**src/design/dsp_pkg.sv**
```systemverilog
/*
 * Constants, operation codes and the product shifter shared by the
 * multiply-accumulate datapath and its multiplier.
 * Assumes the instruction sequencer decodes one operation per cycle and
 * the data RAM returns the addressed word in the same cycle.
 */
// How it works
// RULE1: a move copies the addressed on-chip word to the next higher address.
// RULE2: the auxiliary register update completes in the same cycle as the move.
// RULE3: the move address simply increments, crossing RAM block boundaries freely.
// RULE4: software never asks for a move on an off-chip operand.
// RULE5: the multiply-accumulate-with-move does accumulate, multiply and move at once.
// RULE6: signed 16 by 16 multiply gives a full 32-bit product in one cycle.
// RULE7: the unsigned multiply treats both operands as unsigned.
// RULE8: one factor is the temporary operand register; result goes to the product register.
// RULE9: software moves the product to the accumulator before the next multiply.
// RULE10: multiply-accumulate adds the product, then multiplies data and program words.
// RULE11: a program operand from block zero needs block zero set as program memory.
// RULE12: back-to-back multiply-accumulates each take a single cycle.
// RULE13: square-add or square-subtract folds the product then squares the data word.
// RULE14: the shift field shifts only the path to the accumulator, not the product.
// RULE15: sixteen conditional subtracts leave quotient low and remainder high.
// RULE16: a non-negative difference is kept and shifted with a one; otherwise plain shift.
// RULE17: software divides absolute values and fixes the quotient sign itself.
// RULE18: the divisor is shifted left fifteen before each subtract.
// RULE19: shift field 11 shifts the product right six with sign extension.
// RULE20: the move writes a cycle after the read, so arithmetic sees the unmoved word.
package dsp_pkg;

	// ==========================================================
	// Widths and counts
	localparam int WORD_W           = 16;
	localparam int ACC_W            = 32;
	localparam int DIVISOR_SHIFT    = 15;
	localparam int DIVIDE_STEPS     = 16;
	localparam int RIGHT_SHIFT_BITS = 6;
	localparam int LEFT_SHIFT_WIDE  = 4;

	// ==========================================================
	// Reset values and shift field codes
	localparam logic [ACC_W-1:0]  ACC_RESET   = 32'h0000_0000;
	localparam logic [WORD_W-1:0] WORD_RESET  = 16'h0000;
	localparam logic [1:0]        SHIFT_NONE  = 2'h0;
	localparam logic [1:0]        SHIFT_LEFT1 = 2'h1;
	localparam logic [1:0]        SHIFT_LEFT4 = 2'h2;
	localparam logic [1:0]        SHIFT_RIGHT = 2'h3;

	// ==========================================================
	// Operations issued by the sequencer
	typedef enum logic [3:0] {
		op_none,
		op_load_temp,
		op_load_acc,
		op_add_product,
		multiply_op,
		unsigned_multiply_op,
		mult_acc_op,
		mult_acc_with_move_op,
		delay_move_op,
		square_add_op,
		square_subtract_op,
		conditional_subtract_op
	} op_t;

	// Product as seen on its way to the accumulator
	function automatic logic [ACC_W-1:0] shift_product(input logic [ACC_W-1:0] p, input logic [1:0] mode);
		logic [ACC_W-1:0] r;
		r = p;
		unique case (mode)
			SHIFT_NONE:  r = p;
			SHIFT_LEFT1: r = {p[ACC_W-2:0], 1'b0};
			SHIFT_LEFT4: r = {p[ACC_W-LEFT_SHIFT_WIDE-1:0], 4'h0};
			SHIFT_RIGHT: r = ACC_W'($signed(p) >>> RIGHT_SHIFT_BITS);
		endcase
		return r;
	endfunction

	// Operations that also perform the delay-line move
	function automatic logic is_move(input op_t op);
		return (op == delay_move_op) || (op == mult_acc_with_move_op);
	endfunction

endpackage

```
**src/design/mult_if.sv**
```systemverilog
/*
 * Operand and product bundle between the datapath and its multiplier.
 * Assumes both ends sit on the same clock; the path is combinational.
 */
interface mult_if;
	import dsp_pkg::*;

	// ==========================================================
	// Operands, mode and product
	logic [WORD_W-1:0] factor_a;
	logic [WORD_W-1:0] factor_b;
	logic              unsigned_mode;
	logic [ACC_W-1:0]  product;

	modport requester (output factor_a, output factor_b, output unsigned_mode, input product);
	modport unit      (input factor_a, input factor_b, input unsigned_mode, output product);
endinterface

```
**src/design/mult_unit.sv**
```systemverilog
/*
 * Single-cycle 16 by 16 multiplier, signed or unsigned.
 * Assumes the requester holds operands stable for the whole cycle.
 */
module mult_unit
	import dsp_pkg::*;
(
	mult_if.unit port_m
);

	// ==========================================================
	// Multiply
	logic signed [WORD_W:0]     ext_a;
	logic signed [WORD_W:0]     ext_b;
	logic signed [2*WORD_W+1:0] full;

	// One extra bit per factor lets one signed multiplier serve both modes
	assign ext_a = {port_m.unsigned_mode ? 1'b0 : port_m.factor_a[WORD_W-1], port_m.factor_a}; // RULE7
	assign ext_b = {port_m.unsigned_mode ? 1'b0 : port_m.factor_b[WORD_W-1], port_m.factor_b}; // RULE7
	assign full  = ext_a * ext_b;
	assign port_m.product = full[ACC_W-1:0]; // RULE6

endmodule

```
**src/design/mac_datapath.sv**
```systemverilog
/*
 * Multiply-accumulate datapath: multiplies, multiply-accumulate, squares,
 * the delay-line move and the conditional-subtract divide step.
 * Assumes the sequencer presents one operation per cycle together with the
 * addressed data word, the program word and the shift field; all inputs
 * come from logic on ref_clk_in.
 */
module mac_datapath
	import dsp_pkg::*;
#(
	parameter int ADDR_W = 16
) (
	input  logic              ref_clk_in,
	input  logic              rst_in,
	input  logic              op_valid_in,
	input  op_t               op_in,
	input  logic [WORD_W-1:0] data_word_in,
	input  logic [WORD_W-1:0] prog_word_in,
	input  logic [ADDR_W-1:0] data_addr_in,
	input  logic              onchip_in,
	input  logic              prog_from_block_zero_in,
	input  logic              block_zero_is_prog_in,
	input  logic [1:0]        product_shift_field_in,
	input  logic [ACC_W-1:0]  acc_load_in,
	input  logic              aux_update_in,
	input  logic [ADDR_W-1:0] aux_reg_in,
	input  logic [ADDR_W-1:0] aux_step_in,
	output logic [ACC_W-1:0]  acc_out,
	output logic [ACC_W-1:0]  product_reg_out,
	output logic [WORD_W-1:0] temporary_operand_reg_out,
	output logic              move_we_out,
	output logic [ADDR_W-1:0] move_addr_out,
	output logic [WORD_W-1:0] move_data_out,
	output logic [ADDR_W-1:0] aux_reg_out,
	output logic              operand_fault_out
);

	// ==========================================================
	// State
	logic [ACC_W-1:0]  acc;
	logic [ACC_W-1:0]  product_reg;
	logic [WORD_W-1:0] temporary_operand_reg;
	logic [ACC_W-1:0]  shifted_product;
	logic [ACC_W:0]    sub_diff;
	logic              go;
	logic              mac_allowed;
	logic              is_mac;

	mult_if mul ();

	mult_unit u_mult (
		.port_m (mul.unit)
	);

	// ==========================================================
	// Decode
	assign go              = op_valid_in;
	assign is_mac          = (op_in == mult_acc_op) || (op_in == mult_acc_with_move_op);
	assign mac_allowed     = !(prog_from_block_zero_in && !block_zero_is_prog_in); // RULE11
	assign shifted_product = shift_product(product_reg, product_shift_field_in); // RULE14 RULE19
	// Divisor shifted left fifteen bits before the trial subtract
	assign sub_diff        = {1'b0, acc} - {2'b00, data_word_in, 15'h0000}; // RULE18

	// Factor selection: squares use the data word twice, MAC uses the program word
	always_comb begin
		mul.factor_a      = temporary_operand_reg; // RULE8
		mul.factor_b      = data_word_in;
		mul.unsigned_mode = (op_in == unsigned_multiply_op); // RULE7
		if (is_mac) begin
			mul.factor_a = prog_word_in; // RULE10
		end else if (op_in == square_add_op || op_in == square_subtract_op) begin
			mul.factor_a = data_word_in; // RULE13
		end
	end

	// ==========================================================
	// Accumulator
	always_ff @(posedge ref_clk_in) begin
		if (rst_in) begin
			acc <= ACC_RESET;
		end else if (go) begin
			unique case (op_in)
				op_load_acc:    acc <= acc_load_in;
				op_add_product: acc <= acc + shifted_product;
				mult_acc_op, mult_acc_with_move_op: begin
					if (mac_allowed) begin
						acc <= acc + shifted_product; // RULE10 RULE5 RULE12
					end
				end
				square_add_op:      acc <= acc + shifted_product; // RULE13
				square_subtract_op: acc <= acc - shifted_product; // RULE13
				conditional_subtract_op: begin
					if (!sub_diff[ACC_W]) begin
						acc <= {sub_diff[ACC_W-2:0], 1'b1}; // RULE16 RULE15
					end else begin
						acc <= {acc[ACC_W-2:0], 1'b0}; // RULE16
					end
				end
				default: acc <= acc;
			endcase
		end
	end

	// ==========================================================
	// Product register, always stored unshifted
	always_ff @(posedge ref_clk_in) begin
		if (rst_in) begin
			product_reg <= ACC_RESET;
		end else if (go) begin
			unique case (op_in)
				multiply_op, unsigned_multiply_op: product_reg <= mul.product; // RULE6 RULE8
				mult_acc_op, mult_acc_with_move_op: begin
					if (mac_allowed) begin
						product_reg <= mul.product; // RULE10 RULE5
					end
				end
				square_add_op, square_subtract_op: product_reg <= mul.product; // RULE13
				default: product_reg <= product_reg;
			endcase
		end
	end

	// ==========================================================
	// Temporary operand register; MAC leaves its program word there
	always_ff @(posedge ref_clk_in) begin
		if (rst_in) begin
			temporary_operand_reg <= WORD_RESET;
		end else if (go && op_in == op_load_temp) begin
			temporary_operand_reg <= data_word_in;
		end else if (go && is_mac && mac_allowed) begin
			temporary_operand_reg <= prog_word_in;
		end
	end

	// ==========================================================
	// Delay-line move: registered write lands after the read has been used
	always_ff @(posedge ref_clk_in) begin
		if (rst_in) begin
			move_we_out   <= 1'b0;
			move_addr_out <= '0;
			move_data_out <= WORD_RESET;
		end else begin
			move_we_out   <= go && is_move(op_in) && onchip_in
				&& !(op_in == mult_acc_with_move_op && !mac_allowed); // RULE1 RULE20 RULE4
			move_addr_out <= data_addr_in + ADDR_W'(1); // RULE3
			move_data_out <= data_word_in; // RULE1
		end
	end

	// ==========================================================
	// Auxiliary register update alongside the move
	always_ff @(posedge ref_clk_in) begin
		if (rst_in) begin
			aux_reg_out <= '0;
		end else if (go && aux_update_in) begin
			aux_reg_out <= aux_reg_in + aux_step_in; // RULE2
		end
	end

	// Flags a MAC whose program operand sits in block zero configured as data
	always_ff @(posedge ref_clk_in) begin
		if (rst_in) begin
			operand_fault_out <= 1'b0;
		end else begin
			operand_fault_out <= go && is_mac && !mac_allowed; // RULE11
		end
	end

	assign acc_out                   = acc;
	assign product_reg_out           = product_reg;
	assign temporary_operand_reg_out = temporary_operand_reg;
endmodule

```
**config.mk**
```make
export PLATFORM = sky130hd
export DESIGN_NAME = mac_datapath
export DESIGN_NICKNAME = d
export VERILOG_FILES = /design/src/design/dsp_pkg.sv /design/src/design/mult_if.sv /design/src/design/mult_unit.sv /design/src/design/mac_datapath.sv
export SDC_FILE = /design/constraint.sdc
export NUM_CORES = 1
export LEC_CHECK = 0
export BUFFER_PORTS_ARGS = -buffer_cell sky130_fd_sc_hd__buf_4
export CAP_MARGIN = 20
export CORE_MARGIN = 10
export CORE_UTILIZATION = 40
export DETAILED_ROUTE_END_ITERATION = 10
export PLACE_DENSITY = 0.59
export SYNTH_ARGS = -nofsm -noshare
export SYNTH_HDL_FRONTEND = slang
export SYNTH_SLANG_ARGS = --single-unit
```
**constraint.sdc**
```tcl
create_clock -name ref_clk_in -period 8.72 [get_ports ref_clk_in]
set_input_delay 0.436 -clock ref_clk_in [delete_from_list [all_inputs] [get_ports ref_clk_in]]
set_output_delay 0.436 -clock ref_clk_in [all_outputs]
set_load 0.05 [all_outputs]
```
==> metrics.txt <==
commonest cells in the synthesized netlist=inv_1 (344), fa_1 (285), nand2_1 (272); most common cell in the synthesized netlist=inv_1; count of standard-cell rows=a little over 80; area of the die=61280 µm²; total congestion overflow after global routing=0; vias in the first global route=approximately 19000; critical setup path kind=in2reg; # Post-CTS Setup Buffers=0; Largest stage delay, worst path=0.62 ns; worst hold path type=in2reg; f_max=0.1313 GHz; maximum resistive drop on vdd=a little over 400 µV; CP max stage cell=o21ai_1; Worst R2R Start=temporary_operand_reg_out[6]; port buffer count=254; post-detailed-placement cell area=around 23000 µm²; synthesis-to-layout area growth=15.09%; IO Pins=approximately 260; share of Yosys cell area claimed by the top area cell type=approximately 28%; time the final worst path needs with I/O delays and setup=7.614 ns; effective utilization at floorplan=~40%; Async S/R FF share, synth=0%; hold violation total from the final report=0; total negative slack=0 ns; number of maximum-capacitance violations=0; hold buffer count at CTS=0; clock-pin slew of the registers on the worst-case setup and hold paths=0.06 ns; average footprint of a synthesized cell=around 8.5 µm²; pin count of the biggest net entering global routing=64; Worst Reg-to-Reg Cells=25; cell type with the highest aggregate area in the netlist=fa_1; via total after detailed routing=about 18000; Final Skew=0.01865 ns; number of violations reported at the end of detailed-routing iteration 0=between 1000 and 1500; Worst-Margin Slew=about 0.98 ns; number of antenna violations at the first check in global routing=1; Synth Register Bits=130; DP HPWL=~54000 µm; Core Region=between 50000 and 60000 µm²; areal power density over the cells=between 300 and 400 nW/µm²; most area-consuming cells after synthesis=fa_1 (28%), dfxtp_1 (13%), ha_1 (8.8%); share of synthesized area occupied by flip-flops and latches=roughly an eighth; total nets after synthesis=3001; worst max-slew margin expressed relative to the limit=between 30% and 40%; Tot GR Track Use=between 20 and 25%; clock net sink count=130; number of remaining DRC errors=0; number of antenna cells inserted=0; die boundary height=roughly 250 µm; post-cts sizing count=0; Leak Pwr=~11 nW; final antenna-violating net count=0; maximum fanout along the worst path=15; number of distinct library cells after synthesis=just under 80; Syn Inst Count=roughly 2400; detail-routed net length per standard cell=just over 20 µm; Setup crit start=op_in[1]; register-to-register path setup slack=1.60 ns; CTS tree=done; period utilization=between 80% and 90%; wire length of the first global-routing pass=approximately 100000 µm; Primary FF master, synth=dfxtp_1; Filler Cells Inserted=5099; Critical Path Sink Type=flop; Root Buffer=clkbuf_16; Clock Latency Late Sink=around 0.49 ns; drt pass-1 iters=5; count of final setup violators=0; RePlAce Congestion=0.9047; fraction of layout cells with a size suffix above 1=between 10% and 20%; RSZ-0062 raised after global routing=no; netlist area before placement=20710 µm²; Slew Limit Fails=0; CTS HTree Levels=4; Critical Path Source Type=primary input; status=finished clean; data arrival time at the worst-slack endpoint=around 8 ns; utilization after layout=46.46%; Critical Path RT=9.10 ns; number of nets in the final layout=roughly 3200; capturing element of the worst setup path=product_reg_out[29]; detailed-route vias per instance=roughly 5.5; Die Wd=between 200 and 250 µm; number of buffers inserted during clock tree synthesis=17; detailed-route wire length=67140 µm; capturing point of the worst reg2reg path=product_reg_out[29]; final instance area=about 24000 µm²; cell repeated most along the worst path=fa_1; Max Root-Sink Buffers=2; count of yosys warnings during synthesis=0; number of enable-type register cells in the synthesized netlist=0
## per-layer routing
| metal | part of all wire [%] | global-route usage, % | routed length, µm |
|---|---|---|---|
| met2 | 49 | 37.29 | 32720 |
| met1 | 41 | 27.14 | 27610 |
| met4 | 3.0 | 7.997 | 2043 |
| met5 | 0 | 0 | 0 |
| met3 | 7.1 | 4.676 | 4756 |
## flip-flops by register name, indices dropped and copies added (netlist names)
name / flops
product_reg_out: 32
temporary_operand_reg_out: 16
operand_fault_out: 1
move_we_out: 1
aux_reg_out: 16
move_data_out: 16
move_addr_out: 16
acc_out: 32
## area by class of cell
type	count	area (µm²)	area share (%)
flip-flops and latches	130	2603	10.92
clock inverters	9	106.4	0.4462
clock buffers	21	470.5	1.974
multi-input cells	1841	16320	68.46
repair buffers	290	2197	9.218
well taps	680	850.8	3.570
inverters	344	1291	5.417
## stage by stage
stage / hold slack, ns / setup WS [ns] / std cells / total power, mW
2_1_floorplan: 0.5084 / 1.262 / 2445 / 5.396
3_3_place_gp: 0.4433 / 0.7958 / 3284 / 6.813
3_5_place_dp: 0.4515 / 0.6725 / 3285 / 6.912
4_1_cts: 0.1143 / 1.197 / 3315 / 7.707
5_1_grt: 0.1236 / 0.6050 / 3315 / 8.530
6_report: 0.1425 / 1.106 / 3315 / 7.737
## cells by family after synthesis
logic type	synth area share, %
xor+xnor	4.737
mux	5.389
fa+ha+maj	36.37
simple gates	17.97
compound gates	14.21
flops	12.57
buf+inv	8.754
## worst max-delay path: cells and delay by family
family / cells / cell delay (ns)
adders and majority gates: 7 / 3.27
AOI/OAI and AO/OA: 9 / 2.38
buffers and inverters: 8 / 1.00
and+or+nand+nor: 3 / 0.54
xor gates and xnor gates: 1 / 0.22
muxes: 1 / 0.12
## where the power goes
group	switching (mW)	internal (mW)
registers	0.101	0.661
clock network	0.320	0.438
logic	3.75	2.46
total	4.17	3.56
## worst min-delay path by stage
stage,depth (start not counted),to,start
2_1_floorplan,1,move_addr_out[0],data_addr_in[0]
3_3_place_gp,2,aux_reg_out[3],aux_reg_out[3]
3_5_place_dp,2,aux_reg_out[0],aux_reg_out[0]
4_1_cts,2,move_addr_out[0],data_addr_in[0]
5_1_grt,2,move_addr_out[0],data_addr_in[0]
6_report,2,move_addr_out[0],data_addr_in[0]
## layout by cell type, fill, tap and decap left out, drive strengths merged, types with 40 or more instances in the layout
cell type / n
fa: 285
xor2: 40
mux2i: 44
inv: 345
o21ai: 99
nor2: 156
a211oi: 42
ha: 146
xnor2: 72
nand2: 272
a21oi: 148
and2: 159
buf: 290
dfxtp: 130
No activity file was read; power rests on OpenSTA's default activity.
